### config.mk
export PLATFORM = sky130hd
export DESIGN_NAME = hub_identity_and_power_config_regs
export DESIGN_NICKNAME = d
export VERILOG_FILES = /design/src/core/hub_cfg_pkg.sv /design/src/core/hub_identity_and_power_config_regs.sv /design/src/core/hub_power_mode_resolver.sv /design/src/core/smbus_line_events.sv
export VERILOG_INCLUDE_DIRS = /design/src /design/src/core
export SDC_FILE = /design/constraint.sdc
export NUM_CORES = 1
export LEC_CHECK = 0
export BUFFER_PORTS_ARGS = -buffer_cell sky130_fd_sc_hd__buf_2
export CORE_ASPECT_RATIO = 0.75
export CORE_UTILIZATION = 58
export CTS_BUF_LIST = sky130_fd_sc_hd__clkbuf_8 sky130_fd_sc_hd__clkbuf_16
export DETAILED_ROUTE_END_ITERATION = 10
export PLACE_DENSITY = 0.78
export SYNTH_ARGS = -nofsm -noshare
export SYNTH_HDL_FRONTEND = slang
export SYNTH_HIERARCHICAL = 1
export SYNTH_SLANG_ARGS = --single-unit
### constraint.sdc
create_clock -name clk -period 2.7 [get_ports clk]
set_input_delay 0.135 -clock clk [delete_from_list [all_inputs] [get_ports clk]]
set_output_delay 0.135 -clock clk [all_outputs]
set_load 0.01 [all_outputs]
### src/core/hub_cfg_consts.svh
/*
 * Constants of the hub identity and power configuration register bank:
 * register offsets, field positions, reset values and the bus address.
 * Assumes it is included by bare name from the modules and the testbench.
 */
`ifndef HUB_CFG_CONSTS_SVH
`define HUB_CFG_CONSTS_SVH

// Register offsets on the two-wire configuration port.
`define OFS_PRODUCT_ID_HIGH     8'h03
`define OFS_RELEASE_LOW         8'h04
`define OFS_RELEASE_HIGH        8'h05
`define OFS_HUB_CONFIG_ONE      8'h06

// Reset values; every identity byte and config bit comes up zero.
`define RST_PRODUCT_ID_HIGH     8'h00
`define RST_RELEASE_LOW         8'h00
`define RST_RELEASE_HIGH        8'h00
`define RST_HUB_CONFIG_ONE      8'h00

// Field positions inside configuration byte one.
`define POS_POWER_SOURCE        7
`define POS_RESERVED_SIX        6
`define POS_FULL_SPEED_ONLY     5
`define POS_PER_PORT_TT         4

// Mask of bits that software may store in configuration byte one.
`define MASK_HUB_CONFIG_ONE     8'hBF

// Seven-bit bus address of the slave; the value is arbitrary.
`define SLAVE_ADDRESS           7'h40

// Bit counter marks: last data bit, ack bit, end of ack.
`define CNT_LAST_BIT            4'h7
`define CNT_ACK_BIT             4'h8
`define CNT_ACK_DONE            4'h9

// Value returned for offsets this bank does not hold.
`define READ_UNMAPPED           8'h00

`endif

### src/core/hub_cfg_pkg.sv
/*
 * Types shared by the configuration register bank and its helpers.
 * Assumes the constants header is on the include path.
 */
package hub_cfg_pkg;

   // Phases of the two-wire slave engine.
   typedef enum logic [2:0] {
      ST_IDLE  = 3'b000,  // Not addressed; waits for a start.
      ST_ADDR  = 3'b001,  // Shifting in the address byte.
      ST_CMD   = 3'b010,  // Shifting in the register offset.
      ST_WDATA = 3'b011,  // Shifting in write data.
      ST_RDATA = 3'b100   // Shifting out read data.
   } slave_state_e;

   // Whole state of the register bank and slave engine.
   typedef struct packed {
      slave_state_e st;      // Engine phase.
      logic [3:0]   cnt;     // Bit position within the byte.
      logic [7:0]   sh;      // Shift register.
      logic [7:0]   ptr;     // Current register offset.
      logic         oe;      // Pulling the data line low.
      logic         out;     // Data line output level.
      logic [7:0]   pid_hi;  // Product identifier, upper byte.
      logic [7:0]   rel_lo;  // Release number, low byte.
      logic [7:0]   rel_hi;  // Release number, high byte.
      logic [7:0]   hub_config_byte_one;    // Configuration byte one.
   } bank_s;

   // Previous levels of the two bus lines.
   typedef struct packed {
      logic scl;  // Clock line one cycle ago.
      logic sda;  // Data line one cycle ago.
   } line_s;

   // Resolved operating mode of the hub.
   typedef struct packed {
      logic self_pwr;  // Hub runs as self-powered.
      logic lps;       // Local power source status bit.
      logic fs_only;   // Attach as full-speed only.
      logic mtt;       // Per-port translators in use.
   } mode_s;

endpackage

### src/core/hub_identity_and_power_config_regs.sv
/*
 * Identity and power configuration register bank of a two-port hub,
 * reached through its two-wire configuration slave port. Holds the
 * product identifier upper byte, the release number and configuration
 * byte one, and drives the resolved operating modes to attach logic.
 * Assumes the clock and data lines are synchronous to clk, and that the
 * data line is an open-drain wire resolved outside from sda_oe.
 */
`include "hub_cfg_consts.svh"

module hub_identity_and_power_config_regs (
   input  wire logic        clk,          // System clock, 40 MHz.
   input  wire logic        rst,          // Async reset, active high.
   input  wire logic        scl_in,       // Config port clock line.
   input  wire logic        sda_in,       // Config port data line in.
   output logic             sda_out,      // Data line drive level.
   output logic             sda_oe,       // High while pulling low.
   input  wire logic        dynamic_power_enable,   // Auto switching.
   input  wire logic        local_supply_sense_pin, // Local supply.
   input  wire logic        shared_translator_mode, // Host chose one TT.
   output logic [7:0]       product_id_high_byte,   // PID upper byte.
   output logic [15:0]      release_number,         // BCD release.
   output logic             self_powered,       // Runs self-powered.
   output logic             local_power_status, // Hub status bit 0.
   output logic             full_speed_only,    // No high speed.
   output logic             per_port_translator_active // Multi-TT.
);

   hub_cfg_pkg::bank_s s_q;  // Registered state of the bank.
   hub_cfg_pkg::bank_s s_d;  // Next state of the bank.

   logic scl_rise;  // Clock line rising edge.
   logic scl_fall;  // Clock line falling edge.
   logic start_ev;  // Start or repeated start.
   logic stop_ev;   // Stop condition.

   logic [7:0] rd_byte;  // Register value at the pointer.

   // Line conditions come from the shared edge detector.
   smbus_line_events u_events (
      .clk      (clk),
      .rst      (rst),
      .scl_in   (scl_in),
      .sda_in   (sda_in),
      .scl_rise (scl_rise),
      .scl_fall (scl_fall),
      .start_ev (start_ev),
      .stop_ev  (stop_ev)
   );

   // Read multiplexer over the offsets this bank holds.
   // Other offsets read as zero so a master probing the wider map
   // sees a defined value rather than stale bus data.
   always_comb begin
      unique case (s_q.ptr)
         `OFS_PRODUCT_ID_HIGH: begin
            rd_byte = s_q.pid_hi;
         end
         `OFS_RELEASE_LOW: begin
            rd_byte = s_q.rel_lo;
         end
         `OFS_RELEASE_HIGH: begin
            rd_byte = s_q.rel_hi;
         end
         `OFS_HUB_CONFIG_ONE: begin
            // The reserved bit is never stored, so it reads zero.
            rd_byte = s_q.hub_config_byte_one & `MASK_HUB_CONFIG_ONE;
         end
         default: begin
            rd_byte = `READ_UNMAPPED;
         end
      endcase
   end

   // Slave engine and register writes. Data is sampled on the clock
   // rising edge and driven after the falling edge, so the line only
   // changes while the clock is low and never fakes a start or stop.
   always_comb begin
      s_d     = s_q;
      s_d.out = 1'b0;
      if (start_ev) begin
         // A start, repeated or not, always restarts address capture.
         s_d.st  = hub_cfg_pkg::ST_ADDR;
         s_d.cnt = 4'h0;
         s_d.oe  = 1'b0;
      end else if (stop_ev) begin
         // A stop ends any transfer and frees the line.
         s_d.st  = hub_cfg_pkg::ST_IDLE;
         s_d.cnt = 4'h0;
         s_d.oe  = 1'b0;
      end else begin
         unique case (s_q.st)
            hub_cfg_pkg::ST_IDLE: begin
               // Not addressed; the line stays released.
               s_d.oe = 1'b0;
            end
            hub_cfg_pkg::ST_ADDR,
            hub_cfg_pkg::ST_CMD,
            hub_cfg_pkg::ST_WDATA: begin
               if (scl_rise && s_q.cnt < `CNT_ACK_BIT) begin
                  // Most significant bit arrives first.
                  s_d.sh  = {s_q.sh[6:0], sda_in};
                  s_d.cnt = s_q.cnt + 4'h1;
               end else if (scl_fall && s_q.cnt == `CNT_ACK_BIT) begin
                  // Whole byte in; act on it and drive the ack.
                  s_d.cnt = `CNT_ACK_DONE;
                  s_d.oe  = 1'b1;
                  if (s_q.st == hub_cfg_pkg::ST_ADDR) begin
                     if (s_q.sh[7:1] != `SLAVE_ADDRESS) begin
                        // Another slave is addressed; stay silent.
                        s_d.st = hub_cfg_pkg::ST_IDLE;
                        s_d.oe = 1'b0;
                     end
                  end else if (s_q.st == hub_cfg_pkg::ST_CMD) begin
                     s_d.ptr = s_q.sh;
                  end else begin
                     // Write to the addressed byte, then advance.
                     unique case (s_q.ptr)
                        `OFS_PRODUCT_ID_HIGH: begin
                           s_d.pid_hi = s_q.sh;
                        end
                        `OFS_RELEASE_LOW: begin
                           s_d.rel_lo = s_q.sh;
                        end
                        `OFS_RELEASE_HIGH: begin
                           s_d.rel_hi = s_q.sh;
                        end
                        `OFS_HUB_CONFIG_ONE: begin
                           // Bit 6 is dropped on the way in.
                           s_d.hub_config_byte_one = s_q.sh
                                    & `MASK_HUB_CONFIG_ONE;
                        end
                        default: begin
                           // Unheld offsets accept and discard data.
                           s_d.ptr = s_q.ptr;
                        end
                     endcase
                     s_d.ptr = s_q.ptr + 8'h01;
                  end
               end else if (scl_fall && s_q.cnt == `CNT_ACK_DONE) begin
                  // Ack bit over; release and pick the next phase.
                  s_d.cnt = 4'h0;
                  s_d.oe  = 1'b0;
                  if (s_q.st == hub_cfg_pkg::ST_ADDR) begin
                     if (s_q.sh[0]) begin
                        // Read: first data bit goes out at once.
                        s_d.st  = hub_cfg_pkg::ST_RDATA;
                        s_d.sh  = rd_byte;
                        s_d.oe  = ~rd_byte[7];
                        s_d.ptr = s_q.ptr + 8'h01;
                     end else begin
                        s_d.st = hub_cfg_pkg::ST_CMD;
                     end
                  end else begin
                     s_d.st = hub_cfg_pkg::ST_WDATA;
                  end
               end
            end
            hub_cfg_pkg::ST_RDATA: begin
               if (scl_fall && s_q.cnt < `CNT_LAST_BIT) begin
                  // Present the next bit while the clock is low.
                  s_d.sh  = {s_q.sh[6:0], 1'b0};
                  s_d.cnt = s_q.cnt + 4'h1;
                  s_d.oe  = ~s_q.sh[6];
               end else if (scl_fall && s_q.cnt == `CNT_LAST_BIT) begin
                  // Free the line so the master can ack or nack.
                  s_d.cnt = `CNT_ACK_BIT;
                  s_d.oe  = 1'b0;
               end else if (scl_rise && s_q.cnt == `CNT_ACK_BIT) begin
                  if (sda_in) begin
                     // Nack ends the read; wait for stop or start.
                     s_d.st = hub_cfg_pkg::ST_IDLE;
                  end else begin
                     s_d.cnt = `CNT_ACK_DONE;
                  end
               end else if (scl_fall && s_q.cnt == `CNT_ACK_DONE) begin
                  // Ack seen; stream the next byte.
                  s_d.cnt = 4'h0;
                  s_d.sh  = rd_byte;
                  s_d.oe  = ~rd_byte[7];
                  s_d.ptr = s_q.ptr + 8'h01;
               end
            end
            default: begin
               // Illegal code: recover to idle with the line free.
               s_d.st = hub_cfg_pkg::ST_IDLE;
               s_d.oe = 1'b0;
            end
         endcase
      end
   end

   // All bank state resets to zero, so with dynamic switching off the hub comes up bus-powered,
   // high-speed capable, with one shared translator. The hub should
   // stay detached until the master has loaded the bank.
   always_ff @(posedge clk or posedge rst) begin
      if (rst) begin
         s_q        <= '0;
         s_q.st     <= hub_cfg_pkg::ST_IDLE;
         s_q.pid_hi <= `RST_PRODUCT_ID_HIGH;
         s_q.rel_lo <= `RST_RELEASE_LOW;
         s_q.rel_hi <= `RST_RELEASE_HIGH;
         s_q.hub_config_byte_one   <= `RST_HUB_CONFIG_ONE;
      end else begin
         s_q <= s_d;
      end
   end

   // Mode resolution lives apart so attach logic sees one clean view.
   hub_power_mode_resolver u_modes (
      .clk                        (clk),
      .rst                        (rst),
      .power_source_select        (s_q.hub_config_byte_one[`POS_POWER_SOURCE]),
      .full_speed_only_select     (s_q.hub_config_byte_one[`POS_FULL_SPEED_ONLY]),
      .per_port_translator_enable (s_q.hub_config_byte_one[`POS_PER_PORT_TT]),
      .dynamic_power_enable       (dynamic_power_enable),
      .local_supply_sense_pin     (local_supply_sense_pin),
      .shared_translator_mode     (shared_translator_mode),
      .self_powered               (self_powered),
      .local_power_status         (local_power_status),
      .full_speed_only            (full_speed_only),
      .per_port_active            (per_port_translator_active)
   );

   // Bank outputs are the registers themselves.
   assign sda_out              = s_q.out;
   assign sda_oe               = s_q.oe;
   assign product_id_high_byte = s_q.pid_hi;
   assign release_number       = {s_q.rel_hi, s_q.rel_lo};

endmodule

### src/core/hub_power_mode_resolver.sv
/*
 * Resolves the hub's power, speed and translator modes from the stored
 * configuration and the live pins. Assumes all inputs share clk.
 */
`include "hub_cfg_consts.svh"

module hub_power_mode_resolver (
   input  wire logic clk,             // System clock.
   input  wire logic rst,             // Asynchronous reset, active high.
   input  wire logic power_source_select,         // Stored power bit.
   input  wire logic full_speed_only_select,      // Stored speed bit.
   input  wire logic per_port_translator_enable,  // Stored TT bit.
   input  wire logic dynamic_power_enable,        // Auto power switching.
   input  wire logic local_supply_sense_pin,      // Local supply level.
   input  wire logic shared_translator_mode,      // Host chose one TT.
   output logic      self_powered,    // Operating self-powered.
   output logic      local_power_status,  // Status bit zero to host.
   output logic      full_speed_only, // Attach full-speed only.
   output logic      per_port_active  // Per-port translators active.
);

   hub_cfg_pkg::mode_s m_q;  // Registered mode.
   hub_cfg_pkg::mode_s m_d;  // Next mode.

   // Decide each mode bit every cycle from its sources.
   always_comb begin
      m_d = m_q;
      if (dynamic_power_enable) begin
         // The stored bit is ignored; the sense pin decides.
         m_d.self_pwr = local_supply_sense_pin;
         m_d.lps      = local_supply_sense_pin;
      end else begin
         m_d.self_pwr = power_source_select;
         m_d.lps      = ~power_source_select;
      end
      m_d.fs_only = full_speed_only_select;
      // Host selection of one translator overrides per-port mode.
      m_d.mtt = per_port_translator_enable
              & ~shared_translator_mode;
   end

   // Registered so every mode output comes straight from a flop.
   always_ff @(posedge clk or posedge rst) begin
      if (rst) begin
         m_q <= '0;
      end else begin
         m_q <= m_d;
      end
   end

   assign self_powered       = m_q.self_pwr;
   assign local_power_status = m_q.lps;
   assign full_speed_only    = m_q.fs_only;
   assign per_port_active    = m_q.mtt;

endmodule

### src/core/smbus_line_events.sv
/*
 * Edge and condition detector for the clock and data lines of the
 * configuration port. Assumes both lines are synchronous to clk.
 */
`include "hub_cfg_consts.svh"

module smbus_line_events (
   input  wire logic clk,       // System clock.
   input  wire logic rst,       // Asynchronous reset, active high.
   input  wire logic scl_in,    // Clock line level.
   input  wire logic sda_in,    // Data line level.
   output logic      scl_rise,  // Clock line rose this cycle.
   output logic      scl_fall,  // Clock line fell this cycle.
   output logic      start_ev,  // Start or repeated start seen.
   output logic      stop_ev    // Stop condition seen.
);

   hub_cfg_pkg::line_s s_q;  // Registered line levels.
   hub_cfg_pkg::line_s s_d;  // Next line levels.

   // Capture the present levels for edge comparison.
   always_comb begin
      s_d.scl = scl_in;
      s_d.sda = sda_in;
   end

   // Lines idle high, so reset to that level to avoid a false edge.
   always_ff @(posedge clk or posedge rst) begin
      if (rst) begin
         s_q <= '1;
      end else begin
         s_q <= s_d;
      end
   end

   // Data moving while the clock stays high marks start or stop.
   assign scl_rise = scl_in & ~s_q.scl;
   assign scl_fall = ~scl_in & s_q.scl;
   assign start_ev = scl_in & s_q.scl & s_q.sda & ~sda_in;
   assign stop_ev  = scl_in & s_q.scl & ~s_q.sda & sda_in;

endmodule

==> run summary <==
Worst setup margin: 0.291 ns. The congestion estimate from routability-driven global placement came to 0.938. The count of TritonRoute iterations in the first routing pass was 5.

The worst-case vdd ir drop is 419 µV. In this run, synthesis inferred 0 flip-flops with an integrated enable. The final cycle utilization of the critical path is 89.2%, and the effective utilization at floorplan is 60.7%. Of the total power, the clock network draws 26.2%. The total count of max-transition violations in the final report is 0. In the final layout, the share of cells above drive strength 1 is 26.3%. Walking the worst path, the cells encountered are inv_1 > ha_1 > nand4b_1 > nor3_1 > and3_1 > buf_4 > nand2_8 > mux2_4. The detail-routed via count per cell works out to 6.47.

The initial detailed-routing violation count is 413, and the switching power total is 1.25 mW. The run gives 6820 µm as the HPWL after detailed placement. The class of the most critical hold timing path was in -> reg. The routed layout has 3054 vias. Global routing finished with a remaining overflow of 0. Number of input and output port buffers inserted: 35.

The tools report the source-to-sink clock delay at the later pin of the worst-skew pair as 0.34 ns. The tools report the die area as 6980 µm². The root buffer cell chosen for the clock tree is clkbuf_8. Averaged over all synthesized cells, the footprint is 10.5 µm².

In the final design database the tool counted 401 nets. The fraction of power spent switching nets was 39.6%. The delay of the slowest cell on the worst path works out to 0.44 ns. Along the worst path, the maximum fanout reaches 8. The logs give 380 for the number of nets produced by synthesis and 2.00 nW for the leakage component of the power.

The internal portion of total power came out at 1.90 mW. STA puts the critical path data required time at 2.92 ns. Counting both buffers and inverters, the worst setup path holds a total of 2. The run gives 0.0108 ns as the worst setup skew after layout. STA classifies the critical path endpoint as a flop.

The power per cell area is 753 nW/µm². The average wire length per cell after detail routing works out to 20.0 µm. Global routing used 29.7% of the available tracks across all layers.

The placement-stage worst setup slack is 0.353 ns. STA classifies the critical path startpoint as a flop. In the synthesized netlist, the number of instances is 366. The layout overhead on the synthesized area came out at 8.70%.

Summed over all layers, the routed wires come to 9460 µm. Count of unique library cells instantiated by Yosys: 60. For the via count of the first global-routing pass, the log shows 2888. The clock sink count is 61, and the number of placement rows is 25. At the pin with the least slew margin, the transition time is 0.683 ns. Counting flops with an async set or reset pin after synthesis yields a share of 100%. Entering global routing, the biggest net connects 28 pins. The minimum period implied by the final worst setup slack is 2.41 ns, and the sequential share of power is 36.8%. After clock tree synthesis, the flow added hold-fix buffers numbering 5. The tools report the sequential-to-total area share from yosys stat as 39.7%.

The first global-routing pass estimated 15000 µm of wire. The post-detailed-placement cell area came out at 3940 µm². Counting along the longest clock path gives a buffer depth of 2. The slowest stage of the critical path belongs to the cell dfrtp_1. Setup violations remaining at the end of the flow were counted as 0.

The tools report the fraction of power consumed by combinational cells as 37.1%. In this run, CTS created clock tree buffers numbering 9. The tools report the number of cells upsized or downsized after cts as 0. The DRC violation count after routing is 0. Post-route standard cell area excluding fillers: 4190 µm². After clock tree synthesis, the clock-pin slew on the worst setup and hold paths is 0.07 ns. The run gives 6350 µm² as the core footprint.

The flow ran to the end, and the final reports show no timing, DRC or antenna violations. In this run the remaining antenna-violating nets after routing total 0. Headroom to the max-slew limit came out at 54.5%.

The most frequently used flop master after synthesis was dfrtp_1. The logs give 3850 µm² for the total standard cell area after synthesis and 0 ns for the total negative slack for setup checks. Once the clock tree was built, the setup fixing pass inserted 0 buffers. At the worst endpoint, the arrival time is 2.63 ns. The count of final hold-check violations was 0; the timing-limited maximum frequency was 0.415 GHz.

The setup path with the least slack is of type reg -> reg. The tools report the end-of-flow core utilization as 66.0%. Cell family contributing the most delay on the critical path: simple AND/OR/NAND/NOR gates.

The yosys synthesis warning count was 6; the number of antenna violations at the first check in global routing was 0. Setup repair after global routing left no endpoint under its margin. The number of register bits inferred by synthesis is 61. The vertical die dimension is 72.6 µm. The boundary pin count was 37; the number of max-cap violations was 0. The clock tree synthesis step divided the H-tree into 3 levels. The floorplan step set the die width to 96.1 µm.

The tools report the antenna cell count as 0. TritonCTS built the clock tree.
Yosys cell counts (all sizes together), types with 2 or more instances:
cell type,instances,area [µm²]
dfstp,2,52.6
clkbuf,7,26.3
dfrtp,59,1480
o2bb2ai,7,61.3
o41ai,3,26.3
nor2,11,41.3
o31ai,4,30.0
nand4b,3,26.3
a211oi,3,22.5
nor3,7,35.0
a31oi,7,43.8
nand2,29,160
a22o,8,70.1
a21oi,21,109
and3,3,18.8
a221o,2,20.0
nand2b,2,12.5
ha,7,87.6
and2,2,12.5
mux2,39,526
a222oi,2,20.0
inv,16,60.1
and4b,4,40.0
o21ai,14,70.1
nor2b,9,56.3
a221oi,2,17.5
a22oi,8,60.1
a31o,2,17.5
nand3,17,85.1
buf,39,284
a211o,3,26.3
mux2i,5,50.1
flip-flops by register name, indices dropped and copies added, names as in the netlist:
register                    count
s_q                            30
u_modes/self_powered            1
u_modes/full_speed_only         1
u_events/s_q                    2
product_id_high_byte            8
sda_oe                          1
u_modes/per_port_active         1
release_number                 16
u_modes/local_power_status      1
path summary, 6_finish.rpt:
kind,from,end,slack [ns],cells after the start
max,s_q[50],release_number[4],0.29,8
min,local_supply_sense_pin,u_modes/self_powered,0.03,3
max reg2reg,s_q[50],release_number[4],0.29,8
min reg2reg,s_q[5],u_modes/full_speed_only,0.45,0
max in group asynchronous,rst,release_number[4],1.62,4
min in group asynchronous,rst,u_modes/local_power_status,0.25,3
metal layers:
metal | track usage [%] | up-vias | part of all wire, %
met4 | 9.62 | 0 | 1.6
met2 | 42.0 | 179 | 43
li1 | - | 1362 | -
met3 | 8.85 | 17 | 8.6
met5 | 0 | - | 0
met1 | 43.3 | 1496 | 46
worst reg2reg max path: cells and delay by family (launching register included):
family                     cells  cell delay (ns)
and+or+nand+nor                4             0.91
buffers and inverters          2             0.30
muxes                          1             0.36
DFF                            1             0.44
adders and majority gates      1             0.29
cells by family after synthesis:
group           synth area share [%]
compound gates                  18.0
fa+ha+maj                       2.27
buf+inv                         9.61
flops                           39.7
mux                             14.9
other cells                   0.0973
simple gates                    15.4
cells in the final DEF (no fill, tap or decap), drive strengths merged, types with 3 or more instances in the layout:
| master | instances |
|---|---|
| o41ai | 3 |
| mux2i | 5 |
| o21ai | 14 |
| nand4b | 3 |
| nor2 | 11 |
| and4b | 4 |
| a21oi | 21 |
| and3 | 3 |
| nand2 | 29 |
| a211o | 3 |
| nor3 | 7 |
| a211oi | 3 |
| o2bb2ai | 7 |
| dfrtp | 59 |
| inv | 16 |
| clkbuf | 11 |
| nor2b | 9 |
| a22oi | 8 |
| a31oi | 7 |
| mux2 | 39 |
| o31ai | 4 |
| buf | 51 |
| nand3 | 17 |
| dlygate4sd3 | 5 |
| ha | 7 |
| a22o | 8 |
through the flow:
step / hold slack [ns] / cells / power, mW
6_report: 0.0258 / 472 / 3.15
5_1_grt: 0.0227 / 472 / 3.31
4_1_cts: 0.00903 / 472 / 3.12
3_5_place_dp: 0.0610 / 452 / 2.29
3_3_place_gp: 0.0605 / 452 / 2.26
2_1_floorplan: -0.0989 / 366 / 2.02
power by group through the flow:
stage	Combinational (mW)	Clock [mW]	Sequential, mW
floorplan	0.955	0	1.07
global placement	1.10	0	1.16
detailed placement	1.12	0	1.17
CTS	1.14	0.831	1.15
global route	1.26	0.879	1.17
finish	1.17	0.825	1.16
cell type report:
class,count,area (µm²)
multi-input combinational,243,1950
clock inverter,4,47.5
timing repair buffer,56,345
sequential,61,1530
tap,81,101
fill,502,2160
clock buffer,11,151
inverter,16,60.1
Power figures use the tool's default switching activity.
